[src/pkg/lcs_params.svh]
// offsets, field positions, reset values and timing counts of the setpoint control
`ifndef LCS_PARAMS_SVH
`define LCS_PARAMS_SVH

`define LCS_OFF_CTRL 8'h00
`define LCS_OFF_GAIN 8'h04
`define LCS_OFF_SP 8'h08
`define LCS_OFF_LIM 8'h0C
`define LCS_OFF_STAT 8'h10
`define LCS_OFF_ERR 8'h14
`define LCS_OFF_ADC 8'h18
`define LCS_OFF_TEMP 8'h1C

`define LCS_B_SOFT_EN 0
`define LCS_B_EXT_SP 1
`define LCS_B_EXT_EN 2
`define LCS_B_DEF_PWRON 3
`define LCS_B_ZERO_SCALE 7
`define LCS_CTRL_MASK 8'h8F

`define LCS_RST_CTRL 8'h04
`define LCS_RST_KP 16'h00C8
`define LCS_RST_KI 16'h0064
`define LCS_RST_SP 10'h000
`define LCS_RST_LIM 10'h384

`define LCS_MIN_CUR 10'h01E
`define LCS_MAX_CUR 10'h384
`define LCS_TEMP_LIMIT_C 8'h50

`define LCS_CLK_HZ 10000000
`define LCS_ST_TIMEOUT_S 15
`define LCS_PI_SHIFT 8

`endif

[src/pkg/lcs_pkg.sv]
// types shared by the setpoint control logic
package lcs_pkg;

  typedef struct packed {
    logic [7:0] ctrl;
    logic [15:0] kp;
    logic [15:0] ki;
    logic [9:0] sp;
    logic [9:0] lim;
  } lcs_settings_s;

  typedef enum logic [2:0] {
    LCS_ST_TEST = 3'b001,
    LCS_ST_OK = 3'b010,
    LCS_ST_FAIL = 3'b100
  } lcs_state_e;

endpackage

[src/logic/lcs_control.sv]
// laser current setpoint control with pi regulator and axi4-lite registers
//
// Our own choices: the register offsets and the AXI4-Lite slave port.
`timescale 1ns/1ps
`include "lcs_params.svh"

// Notes on behaviour
// [RQ1] pi loop, gains adjustable, defaults 200/100
// [RQ2] setpoints counted in 0.1 A steps
// [RQ3] effective setpoint clamped to limiter value
// [RQ4] source bit 1 writable only while disabled
// [RQ5] bit7 low: external spans min to max
// [RQ6] bit7 high: external spans zero to max
// [RQ7] zero scaling below minimum disables output
// [RQ8] external setpoint taken as 10-bit sample
// [RQ9] above 80 C: latch fault, shut down
// [RQ10] enable low then high clears fault
// [RQ11] self test at power-up gates enabling
// [RQ12] driver ok high after passed test
// [RQ13] self test ends by 15 s timeout
// [RQ14] pin enable: output only while high
// [RQ15] any error disables output, ok low
// [RQ16] settings restored or defaults at power-up
// [RQ17] attaching a control unit changes nothing
// [RQ18] handheld ignored while serial host attached
// [RQ19] operator alters setpoint after gain change
// [RQ20] enable source chosen by external-enable bit
// [RQ21] serial link 115200 8E1, outside block
// [RQ22] enable synchronised, edge clears fault
// [RQ23] disabled and ok low until test passes
module lcs_control
  import lcs_pkg::*;
#(
  parameter int ST_TIMEOUT_CYC = `LCS_ST_TIMEOUT_S * `LCS_CLK_HZ,
  parameter int ADC_W = 10,
  parameter int OUT_W = 16
) (
  input wire logic clk_i,
  input wire logic nrst_i,
  input wire logic [7:0] s_awaddr_i,
  input wire logic s_awvalid_i,
  output logic s_awready_o,
  input wire logic [31:0] s_wdata_i,
  input wire logic [3:0] s_wstrb_i,
  input wire logic s_wvalid_i,
  output logic s_wready_o,
  output logic [1:0] s_bresp_o,
  output logic s_bvalid_o,
  input wire logic s_bready_i,
  input wire logic [7:0] s_araddr_i,
  input wire logic s_arvalid_i,
  output logic s_arready_o,
  output logic [31:0] s_rdata_o,
  output logic [1:0] s_rresp_o,
  output logic s_rvalid_o,
  input wire logic s_rready_i,
  input wire logic en_pin_i,
  input wire logic [ADC_W-1:0] adc_data_i,
  input wire logic adc_valid_i,
  input wire logic [7:0] temp_c_i,
  input wire logic [9:0] meas_i,
  input wire logic st_done_i,
  input wire logic st_ok_i,
  input wire logic serial_link_i,
  input wire logic hh_wr_i,
  input wire logic [7:0] hh_addr_i,
  input wire logic [31:0] hh_wdata_i,
  input wire lcs_settings_s retained_i,
  input wire lcs_settings_s defaults_i,
  output lcs_settings_s settings_o,
  output logic [9:0] setpoint_o,
  output logic out_en_o,
  output logic [OUT_W-1:0] drive_o,
  output logic driver_ok_o
);

  lcs_settings_s cfg_q;
  lcs_settings_s cfg_d;
  lcs_state_e st_q;
  lcs_state_e st_d;
  logic load_q;
  logic [31:0] st_cnt_q;
  logic en_s1_q;
  logic en_s2_q;
  logic en_s3_q;
  logic ot_q;
  logic [ADC_W-1:0] adc_q;
  logic out_en_q;
  logic out_en_d;
  logic signed [31:0] iacc_q;
  logic [OUT_W-1:0] drive_q;
  logic bvalid_q;
  logic [1:0] bresp_q;
  logic rvalid_q;
  logic [1:0] rresp_q;
  logic [31:0] rdata_q;

  // ---- register bus handshakes
  wire aw_hs = s_awvalid_i & s_wvalid_i & ~bvalid_q;
  wire ar_hs = s_arvalid_i & ~rvalid_q;
  assign s_awready_o = aw_hs;
  assign s_wready_o = aw_hs;
  assign s_arready_o = ~rvalid_q;
  assign s_bvalid_o = bvalid_q;
  assign s_bresp_o = bresp_q;
  assign s_rvalid_o = rvalid_q;
  assign s_rresp_o = rresp_q;
  assign s_rdata_o = rdata_q;

  // handheld writes drop out once the serial host owns the registers
  wire hh_go = hh_wr_i & ~serial_link_i & ~aw_hs; // RQ18
  wire wr_en = aw_hs | hh_go;
  wire [7:0] wr_addr = aw_hs ? s_awaddr_i : hh_addr_i;
  wire [31:0] wr_data = aw_hs ? s_wdata_i : hh_wdata_i;
  wire [3:0] wr_strb = aw_hs ? s_wstrb_i : 4'hF;
  logic [31:0] wr_mask;

  genvar gi;
  generate
    for (gi = 0; gi < 4; gi++) begin : g_mask
      assign wr_mask[gi*8 +: 8] = {8{wr_strb[gi]}};
    end
  endgenerate

  function automatic logic [31:0] merge(input logic [31:0] old, input logic [31:0] nw,
                                        input logic [31:0] m);
    merge = (old & ~m) | (nw & m);
  endfunction

  wire w_ctrl = wr_en & (wr_addr == `LCS_OFF_CTRL);
  wire w_gain = wr_en & (wr_addr == `LCS_OFF_GAIN);
  wire w_sp = wr_en & (wr_addr == `LCS_OFF_SP);
  wire w_lim = wr_en & (wr_addr == `LCS_OFF_LIM);
  wire w_ro = (wr_addr == `LCS_OFF_STAT) | (wr_addr == `LCS_OFF_ERR) |
              (wr_addr == `LCS_OFF_ADC) | (wr_addr == `LCS_OFF_TEMP);
  wire w_bad = ~(w_ctrl | w_gain | w_sp | w_lim | w_ro);

  wire [31:0] m_ctrl = merge({24'h0, cfg_q.ctrl}, wr_data, wr_mask);
  wire [31:0] m_gain = merge({cfg_q.ki, cfg_q.kp}, wr_data, wr_mask);
  wire [31:0] m_sp = merge({22'h0, cfg_q.sp}, wr_data, wr_mask);
  wire [31:0] m_lim = merge({22'h0, cfg_q.lim}, wr_data, wr_mask);
  wire [7:0] ctrl_w = m_ctrl[7:0] & `LCS_CTRL_MASK;
  // the source select keeps its value while the output runs
  wire src_w = out_en_q ? cfg_q.ctrl[`LCS_B_EXT_SP] : ctrl_w[`LCS_B_EXT_SP]; // RQ4

  // settings next value; the first cycle after reset restores the stored set, or the defaults when its bit 3 is set
  always_comb begin
    cfg_d = cfg_q;
    if (load_q) begin
      if (retained_i.ctrl[`LCS_B_DEF_PWRON]) begin
        cfg_d = defaults_i; // RQ16
      end else begin
        cfg_d = retained_i; // RQ16
      end
      cfg_d.ctrl = cfg_d.ctrl & `LCS_CTRL_MASK;
    end else begin
      if (w_ctrl) begin
        cfg_d.ctrl = {ctrl_w[7:2], src_w, ctrl_w[0]}; // RQ4
      end
      if (w_gain) begin
        cfg_d.kp = m_gain[15:0]; // RQ1
        cfg_d.ki = m_gain[31:16]; // RQ1
      end
      if (w_sp) begin
        cfg_d.sp = m_sp[9:0]; // RQ2
      end
      if (w_lim) begin
        cfg_d.lim = m_lim[9:0]; // RQ3
      end
    end
  end

  // attaching a unit only opens a write path; no write happens by itself
  assign settings_o = cfg_q; // RQ17

  // ---- enable synchroniser and edge detect
  wire en_rise = en_s2_q & ~en_s3_q; // RQ22
  wire en_src = cfg_q.ctrl[`LCS_B_EXT_EN] ? en_s2_q : cfg_q.ctrl[`LCS_B_SOFT_EN]; // RQ20

  // ---- external setpoint scaling
  wire zero_mode = cfg_q.ctrl[`LCS_B_ZERO_SCALE];
  wire ext_sel = cfg_q.ctrl[`LCS_B_EXT_SP];
  // full scale code is treated as 1024 so both ends of the span are exact
  wire adc_top = &adc_q;
  wire [ADC_W:0] adc_x = adc_top ? (ADC_W+1)'(1 << ADC_W) : {1'b0, adc_q};
  wire [9:0] span = zero_mode ? `LCS_MAX_CUR : (`LCS_MAX_CUR - `LCS_MIN_CUR); // RQ5
  wire [9:0] base = zero_mode ? 10'h000 : `LCS_MIN_CUR; // RQ6
  wire [ADC_W+10:0] prod = adc_x * span;
  wire [9:0] ext_sp = base + prod[ADC_W+9:ADC_W]; // RQ8
  wire ext_low = ext_sel & zero_mode & (ext_sp < `LCS_MIN_CUR); // RQ7
  wire [9:0] raw_sp = ext_sel ? ext_sp : cfg_q.sp;
  wire [9:0] eff_sp = (raw_sp > cfg_q.lim) ? cfg_q.lim : raw_sp; // RQ3
  assign setpoint_o = eff_sp;

  // ---- overtemperature
  wire hot = temp_c_i > `LCS_TEMP_LIMIT_C; // RQ9

  // ---- self test sequence
  wire st_tmo = st_cnt_q >= 32'(ST_TIMEOUT_CYC - 1);
  always_comb begin
    st_d = st_q;
    case (st_q)
      LCS_ST_TEST: begin
        if (st_done_i & st_ok_i) begin
          st_d = LCS_ST_OK; // RQ11
        end else if (st_done_i | st_tmo) begin
          st_d = LCS_ST_FAIL; // RQ13
        end
      end
      LCS_ST_OK: st_d = LCS_ST_OK;
      LCS_ST_FAIL: st_d = LCS_ST_FAIL;
      default: st_d = LCS_ST_FAIL;
    endcase
  end

  wire passed = st_q == LCS_ST_OK;
  wire error_any = ot_q | (st_q == LCS_ST_FAIL); // RQ15
  assign out_en_d = passed & ~ot_q & ~hot & en_src & ~ext_low; // RQ14
  assign out_en_o = out_en_q;
  assign driver_ok_o = passed & ~ot_q; // RQ12

  // ---- pi regulator
  wire signed [11:0] err = $signed({2'b00, eff_sp}) - $signed({2'b00, meas_i});
  wire signed [28:0] p_term = $signed({1'b0, cfg_q.kp}) * err; // RQ1
  wire signed [28:0] i_step = $signed({1'b0, cfg_q.ki}) * err; // RQ1
  wire signed [32:0] i_sum = 33'(iacc_q) + 33'(i_step);
  wire i_ovf = i_sum[32] != i_sum[31];
  wire signed [31:0] i_next = i_ovf ? {i_sum[32], {31{~i_sum[32]}}} : i_sum[31:0];
  wire signed [32:0] pi_sum = 33'(p_term) + 33'(iacc_q);
  wire signed [32:0] pi_scl = pi_sum >>> `LCS_PI_SHIFT;
  wire pi_neg = pi_scl[32];
  wire pi_big = |pi_scl[31:OUT_W];
  wire [OUT_W-1:0] pi_out = pi_neg ? '0 : (pi_big ? '1 : pi_scl[OUT_W-1:0]);
  assign drive_o = drive_q;

  // ---- read decode
  wire [31:0] r_stat = {6'h00, eff_sp, 11'h000, serial_link_i, ext_low, passed,
                        out_en_q, driver_ok_o};
  wire [31:0] r_err = {30'h0, st_q == LCS_ST_FAIL, ot_q}; // RQ9
  wire r_hit = (s_araddr_i == `LCS_OFF_CTRL) | (s_araddr_i == `LCS_OFF_GAIN) |
               (s_araddr_i == `LCS_OFF_SP) | (s_araddr_i == `LCS_OFF_LIM) |
               (s_araddr_i == `LCS_OFF_STAT) | (s_araddr_i == `LCS_OFF_ERR) |
               (s_araddr_i == `LCS_OFF_ADC) | (s_araddr_i == `LCS_OFF_TEMP);
  logic [31:0] r_val;
  always_comb begin
    case (s_araddr_i)
      `LCS_OFF_CTRL: r_val = {24'h0, cfg_q.ctrl};
      `LCS_OFF_GAIN: r_val = {cfg_q.ki, cfg_q.kp};
      `LCS_OFF_SP: r_val = {22'h0, cfg_q.sp};
      `LCS_OFF_LIM: r_val = {22'h0, cfg_q.lim};
      `LCS_OFF_STAT: r_val = r_stat;
      `LCS_OFF_ERR: r_val = r_err;
      `LCS_OFF_ADC: r_val = {{(32-ADC_W){1'b0}}, adc_q};
      `LCS_OFF_TEMP: r_val = {24'h0, temp_c_i};
      default: r_val = 32'h0000_0000;
    endcase
  end

  // ---- settings and load
  always_ff @(posedge clk_i) begin
    if (!nrst_i) begin
      cfg_q <= '{ctrl: `LCS_RST_CTRL, kp: `LCS_RST_KP, ki: `LCS_RST_KI,
                 sp: `LCS_RST_SP, lim: `LCS_RST_LIM}; // RQ1
      load_q <= 1'b1;
    end else begin
      cfg_q <= cfg_d;
      load_q <= 1'b0;
    end
  end

  // ---- self test state and timeout counter
  always_ff @(posedge clk_i) begin
    if (!nrst_i) begin
      st_q <= LCS_ST_TEST; // RQ23
      st_cnt_q <= 32'h0000_0000;
    end else begin
      st_q <= st_d;
      if (st_q == LCS_ST_TEST) begin
        st_cnt_q <= st_cnt_q + 32'h0000_0001; // RQ13
      end
    end
  end

  // ---- enable synchroniser
  always_ff @(posedge clk_i) begin
    if (!nrst_i) begin
      en_s1_q <= 1'b0;
      en_s2_q <= 1'b0;
      en_s3_q <= 1'b0;
    end else begin
      en_s1_q <= en_pin_i; // RQ22
      en_s2_q <= en_s1_q;
      en_s3_q <= en_s2_q;
    end
  end

  // ---- latched overtemperature, set wins over the clearing edge
  always_ff @(posedge clk_i) begin
    if (!nrst_i) begin
      ot_q <= 1'b0;
    end else if (hot) begin
      ot_q <= 1'b1; // RQ9
    end else if (en_rise) begin
      ot_q <= 1'b0; // RQ10
    end
  end

  // ---- converter sample
  always_ff @(posedge clk_i) begin
    if (!nrst_i) begin
      adc_q <= '0;
    end else if (adc_valid_i) begin
      adc_q <= adc_data_i; // RQ8
    end
  end

  // ---- output stage enable and regulator state
  always_ff @(posedge clk_i) begin
    if (!nrst_i) begin
      out_en_q <= 1'b0; // RQ23
      iacc_q <= 32'sh0000_0000;
      drive_q <= '0;
    end else begin
      out_en_q <= out_en_d & ~error_any; // RQ15
      if (out_en_q) begin
        iacc_q <= i_next; // RQ1
        drive_q <= pi_out;
      end else begin
        iacc_q <= 32'sh0000_0000;
        drive_q <= '0;
      end
    end
  end

  // ---- bus write response
  always_ff @(posedge clk_i) begin
    if (!nrst_i) begin
      bvalid_q <= 1'b0;
      bresp_q <= 2'b00;
    end else if (aw_hs) begin
      bvalid_q <= 1'b1;
      bresp_q <= w_bad ? 2'b10 : 2'b00;
    end else if (s_bready_i) begin
      bvalid_q <= 1'b0;
    end
  end

  // ---- bus read response
  always_ff @(posedge clk_i) begin
    if (!nrst_i) begin
      rvalid_q <= 1'b0;
      rresp_q <= 2'b00;
      rdata_q <= 32'h0000_0000;
    end else if (ar_hs) begin
      rvalid_q <= 1'b1;
      rresp_q <= r_hit ? 2'b00 : 2'b10;
      rdata_q <= r_val;
    end else if (s_rready_i) begin
      rvalid_q <= 1'b0;
    end
  end

endmodule

[config.mk]
export PLATFORM = sky130hd
export DESIGN_NAME = lcs_control
export DESIGN_NICKNAME = d
export VERILOG_FILES = /design/src/pkg/lcs_pkg.sv /design/src/logic/lcs_control.sv
export VERILOG_INCLUDE_DIRS = /design/src /design/src/pkg
export SDC_FILE = /design/constraint.sdc
export NUM_CORES = 2
export LEC_CHECK = 0
export BUFFER_PORTS_ARGS = -buffer_cell sky130_fd_sc_hd__buf_4
export CAP_MARGIN = 0
export CORE_AREA = 10 10 195 289
export CTS_CLUSTER_DIAMETER = 80
export DETAILED_ROUTE_END_ITERATION = 8
export DIE_AREA = 0 0 205 299
export PLACE_DENSITY = 0.81
export SLEW_MARGIN = 10
export SYNTH_ARGS = -nofsm -noshare
export SYNTH_HDL_FRONTEND = slang
export SYNTH_SLANG_ARGS = --single-unit
[constraint.sdc]
create_clock -name clk_i -period 18.75 [get_ports clk_i]
set_input_delay 1.875 -clock clk_i [delete_from_list [all_inputs] [get_ports clk_i]]
set_output_delay 1.875 -clock clk_i [all_outputs]
set_load 0.01 [all_outputs]
* Yosys cells after proc, flatten, opt, wreduce, memory -nomap -nowiden
Cells that the tools add are included.
Widths: inputs -> output; s select.
** Word-level totals
- Flip-flop bits (word level) :: 194
- Output and inout port bits :: 129
** Cells by class
- $add $sub $neg :: 5
- Multipliers :: 3
- $lt $le $gt $ge :: 4
- Equal/unequal tests :: 20
- Mux-type cells :: 31
- Bitwise operators :: 57
- Reduce and logical (&&, ||, !) cells :: 14
** Operators with widths (number)
- $pmux 32 s8 :: 1
- $mux 60 :: 2
- $mux 32 :: 3
- $and 32x32->32 :: 2
- $eq 8x5->1 const B :: 8
- $mul 17x11->28 :: 2
- $mux 10 :: 4
- $add 28x32->33 :: 1
- $add 32x28->33 :: 1
- $add 32x1->32 const B :: 1
- $eq 8x4->1 const B :: 4
- $ge 32x28->1 const B :: 1
- $not 32->32 :: 1
- $or 32x32->32 :: 1
- $mux 8 :: 3
- $and 10x10->10 :: 2
- $mul 11x10->20 :: 1
- $or 10x10->10 :: 2
- $and 1x1->1 :: 18
- $or 1x1->1 :: 17
- $eq 8x3->1 const B :: 2
- $logic_not 8->1 :: 2
- $mux 16 :: 1
- $reduce_bool 2->1 :: 7
- 25 further kinds :: 47

* Longest topological paths before layout
- Depth in word-level cells :: 12
- Depth in mapped cells :: 69

* Least setup slack after synthesis
OpenSTA, ideal clock, no wires.
- Path type :: flip-flop to flip-flop
- From :: reg adc_q[9]
- To :: reg drive_q[10] (netlist: drive_o[10])
- Library setup time :: 136 ps
- Arrival time :: 15511 ps
- Data required time :: 18614 ps
- Path slack :: 3102 ps
- Stages on the path, launching flop included :: 66
- Path buffers :: 6
- Period minus slack after synthesis :: 15648 ps
- Path through :: dfxtp_1 -> ha_1 -> nand3_1 -> nor3_2 -> inv_1 -> clkbuf_1 -> nand2_1 -> nor2_1 -> fa_1 -> inv_1 -> fa_1 -> inv_1 -> fa_1 -> fa_1 -> ha_1 -> ha_1 -> o21ai_0 -> a21oi_1 -> [... 30 more ...] -> fa_1 -> inv_1 -> fa_1 -> fa_1 -> fa_1 -> fa_1 -> inv_1 -> ha_1 -> buf_2 -> and4_1 -> and3_1 -> a2111oi_4 -> nand2_2 -> o41ai_1 -> a21oi_1 -> nor4_4 -> buf_2 -> a31oi_1
** On the way
- Longest elaborated chain between the ends :: 12
** RTL lines
- start, declared :: line lcs_control.sv:87 : logic [ADC_W-1:0] adc_q;
- start signal, assigned :: line lcs_control.sv:313 : adc_q <= adc_data_i;
- $reduce_and 10->1 :: line lcs_control.sv:184 : wire adc_top = &adc_q;
- $mux 11 (*) :: line lcs_control.sv:185 : wire [ADC_W:0] adc_x = adc_top ? (ADC_W+1)'(1 << ADC_W) : {1'b0, adc_q};
- $mul 11x10->20 (*) :: line lcs_control.sv:188 : wire [ADC_W+10:0] prod = adc_x * span;
- $add 5x10->10 (*) :: line lcs_control.sv:189 : wire [9:0] ext_sp = base + prod[ADC_W+9:ADC_W];
- $mux 10 (*) :: line lcs_control.sv:191 : wire [9:0] raw_sp = ext_sel ? ext_sp : cfg_q.sp;
- $gt 10x10->1 :: line lcs_control.sv:192 : wire [9:0] eff_sp = (raw_sp > cfg_q.lim) ? cfg_q.lim : raw_sp;
- $mux 10 (*) :: line lcs_control.sv:192
- $sub 10x10->11 (*) :: line lcs_control.sv:223 : wire signed [11:0] err = $signed({2'b00, eff_sp}) - $signed({2'b00, meas_i});
- $mul 17x11->28 (*) :: line lcs_control.sv:224 : wire signed [28:0] p_term = $signed({1'b0, cfg_q.kp}) * err;
- $add 28x32->33 (*) :: line lcs_control.sv:229 : wire signed [32:0] pi_sum = 33'(p_term) + 33'(iacc_q);
- $reduce_or 9->1 :: line lcs_control.sv:232 : wire pi_big = |pi_scl[31:OUT_W];
- $mux 16 :: line lcs_control.sv:233 : wire [OUT_W-1:0] pi_out = pi_neg ? '0 : (pi_big ? '1 : pi_scl[OUT_W-1:0]);
- end signal, assigned :: line lcs_control.sv:327 : drive_q <= pi_out;
- end, declared :: line lcs_control.sv:91 : logic [OUT_W-1:0] drive_q;
Every way passes the cells marked *; elsewhere a longest branch is shown, timed or not.
A chain may end at the register's enable or synchronous reset.

* Worst setup path after layout
- From :: reg adc_q[8]
- To :: reg iacc_q[2]
** On the way
- Longest elaborated chain between the ends :: 12
** RTL lines
- $reduce_and 10->1 :: line lcs_control.sv:184
- $mux 11 (*) :: line lcs_control.sv:185
- $mul 11x10->20 (*) :: line lcs_control.sv:188
- $add 5x10->10 (*) :: line lcs_control.sv:189
- $mux 10 (*) :: line lcs_control.sv:191
- $gt 10x10->1 :: line lcs_control.sv:192
- $mux 10 (*) :: line lcs_control.sv:192
- $sub 10x10->11 (*) :: line lcs_control.sv:223
- $mul 17x11->28 (*) :: line lcs_control.sv:225 : wire signed [28:0] i_step = $signed({1'b0, cfg_q.ki}) * err;
- $add 32x28->33 (*) :: line lcs_control.sv:226 : wire signed [32:0] i_sum = 33'(iacc_q) + 33'(i_step);
- $ne 1x1->1 / $not 1->1 (equally long branches) :: line lcs_control.sv:227, lcs_control.sv:228
- $mux 32 (*) :: line lcs_control.sv:228 : wire signed [31:0] i_next = i_ovf ? {i_sum[32], {31{~i_sum[32]}}} : i_sum[31:0];
- end signal, assigned :: line lcs_control.sv:326 : iacc_q <= i_next;
- end, declared :: line lcs_control.sv:90 : logic signed [31:0] iacc_q;
Marked as above.

==> results.yml <==
cts:
  cts.sink_count: 192
  clk_latency_ps: 490
  htreeDepth: 4
  cts_root_buf: "clkbuf_16"
  cts.clk_slew.worst_paths_ps: 80
  clk_path_buf_depth: 2
  cts_tree: "built"
  cts_made_buffers: 17
synth:
  synth_top_family_by_area: "adder cells"
  synthCells: 3073
  synth_compound_area_share_pct: 12.4
  synth_xor_area_share_pct: 2.69
  syn_area_um2: 26400
  yosys.area_share.adder_pct: 38.7
  ys_seq_elements: 192
  syn_area_per_cell_um2: 8.58
  synthMuxAreaShare_pct: 4.53
  ys_warn_count: 0
  synth_cell_type_count: 89
  synthArstFlopShare_pct: 0
  synth-main-ff-cell: "dfxtp_1"
  synth-simple-area-share_pct: 17.2
  ys_seq_area_share_pct: 14.6
  synth_edf_count: 0
sta:
  relSlewSlack_pct: 22.1
  max_freq_mhz: 57.2
  hold_violations: 0
  finalSetupTns_ps: 0
  period_share_pct: 93.3
  drv_slew: 0
  rsz0062_at_grt: "false"
  finClkSkew_ps: 14.2
  worst_pin_slew_ps: 1160
  fin_crit_ps: 17490
  final-setup-viol-count: 0
layout:
  drive_gt1_share_pct: 16.0
  nNetsFinal: 4206
  multi_input_area_um2: 20000
  fill_cells: 4435
  regArea_um2: 3850
  design_area_um2: 30300
  syn_to_final_growth_pct: 14.9
worst_setup_path:
  cp_common_cell: "fa_1"
  crit_type: "reg -> reg"
  critPathCaptureType: "flop"
  critPathLaunch: "adc_q[8]"
  crit_arrival_ps: 17870
  required_ps: 19130
  startpoint_type: "flop"
  r2r-start: "adc_q[8]"
  crit_path_max_fanout: 25
  slowest_stage: "a31oi_1"
  crit_path_max_incr_delay_ps: 560
global_route:
  antenna_found_initial: 2
  grt_max_degree: 93
  track_usage_pct: 27.4
  grt-ovfl-total: 0
  grt_pass1_vias: 24501
  grt_pass1_wl_um: 131000
route:
  wl_per_cell_um: 20.8
  antenna_left: 0
  dr_wl_met2_um: 43300
  via_count: 22953
  dr.first_iter.drc_count: 1224
  drc_errors: 0
  avgViaCountPerCell: 5.69
  dr.pass1.iters: 5
  maxUsedRoutingLayer: "met4"
  dr_wl_met3_um: 6100
  m1WireLength_um: 28400
  drt-total-wl_um: 83900
run_status:
  outcome: "complete, no violations"
placement:
  gp_congestion: 0.996
  io_buffers: 370
  dp_hpwl_um: 67900
  place_area_um2: 29700
floorplan:
  die_w_um: 205
  io_pins: 382
  dieArea_um2: 61300
  chipHeight_um: 299
  start_util_pct: 51.5
  rows: 102
  core_area_um2: 51200
flow_run:
  drv_cap: 0
hold_path:
  hold_class: "reg -> reg"
  min-delay-start: "en_s2_q"
==> layout make-up <==
class	instances	share of cell area [%]
clock buffer	19	1.46
tap	676	2.79
sequential	192	12.7
multi-input combinational	2197	65.9
inverter	528	6.55
timing repair buffer	408	10.1
antenna	2	0.0165
clock inverter	13	0.466
==> cells in the final DEF (no fill, tap or decap), types with 7 or more instances in the layout <==
| master | instances |
|---|---|
| a31oi_1 | 30 |
| o31ai_1 | 8 |
| a21o_1 | 39 |
| nand2b_1 | 74 |
| o21ai_0 | 79 |
| o21bai_1 | 12 |
| xor2_1 | 35 |
| mux2_2 | 37 |
| o21a_1 | 10 |
| mux4_2 | 7 |
| or3_1 | 18 |
| or2_2 | 9 |
| inv_1 | 527 |
| dfxtp_1 | 191 |
| a211oi_1 | 61 |
| a22o_1 | 10 |
| a22oi_1 | 12 |
| clkbuf_16 | 17 |
| xnor2_1 | 45 |
| nand4_1 | 14 |
| nand3_1 | 41 |
| fa_1 | 344 |
| a211o_1 | 20 |
| and2_1 | 135 |
| nand2_1 | 279 |
| ha_1 | 265 |
| and3_1 | 48 |
| buf_4 | 408 |
| mux2i_1 | 62 |
| nor2b_1 | 19 |
| o21ba_2 | 9 |
| nor3_1 | 55 |
| a21oi_1 | 143 |
| nor2_1 | 162 |
==> cell usage after synthesis (all sizes together) (6+ instances only) <==
cell type	number	area (µm²)
ha	265	3320
a22o	10	87.6
xnor2	46	403
nand2	281	1060
a21o	40	308
o21bai	12	90.1
fa	344	6890
nor2b	20	125
a21boi	8	60.1
or2	9	56.3
mux2i	62	621
dfxtp	192	3840
mux2	37	417
nand4	14	87.6
or3	18	113
inv	528	1980
nand2b	74	463
a211oi	62	470
nor3	57	295
a211o	20	175
o21ba	9	90.1
buf	17	98.8
xor2	35	307
and2	135	845
a21oi	143	716
nand3	43	225
a22oi	12	90.1
and3	48	300
o21a	11	82.6
nor3b	6	50.1
clkbuf	143	537
o21ai	83	415
nor2	170	648
a31oi	31	209
o31ai	8	60.1
mux4	7	158
nor4	7	58.8
==> metrics by stage <==
stage | hold WS (ps) | cells | util, % | setup WS (ps)
final | 449 | 4035 | 59.2 | 1260
after global routing | 472 | 4034 | 59.2 | 108
after CTS | 449 | 4033 | 59.2 | 1060
after detailed placement | 428 | 4001 | 58.1 | 1070
after global placement | 413 | 4001 | 58.1 | 1180
after floorplan | 412 | 3077 | - | 3100
==> routing by layer <==
metal	GRT usage [%]	vias to the layer above
met3	5.84	281
met4	18.5	0
met5	0	-
met1	27.6	11165
met2	49.6	1016
li1	-	10491
==> worst max-delay path: cells and delay by family, from the launching register on <==
family                     cells  cell delay (ps)
AOI/OAI and AO/OA             18             4680
xor gates and xnor gates       3              770
adders and majority gates     17             7260
buffers and inverters          8             1450
DFF                            1              400
muxes                          1              310
and+or+nand+nor               16             2480
==> timing repair <==
item	in CTS	in global routing
gates resized for setup	0	1
endpoints found under the setup margin	0	25
hold buffers	0	0
buffers inserted	0	0
==> cell families after synthesis <==
logic type                 count (synthesis)
AOI/OAI and AO/OA                        490
other                                      2
DFF                                      192
xor gates and xnor gates                  81
muxes                                    106
adders and majority gates                609
and+or+nand+nor                          905
buffers and inverters                    688
==> final timing paths <==
kind | slack (ps) | end | depth (start not counted)
worst min-delay path | 450 | en_s3_q | 2
worst max register to register | 1260 | iacc_q[2] | 63
worst min register to register | 450 | en_s3_q | 2
worst max-delay path | 1260 | iacc_q[2] | 63
Power is not shown: default switching activity piles up to over one toggle a cycle in this logic, so the estimate is an artifact.
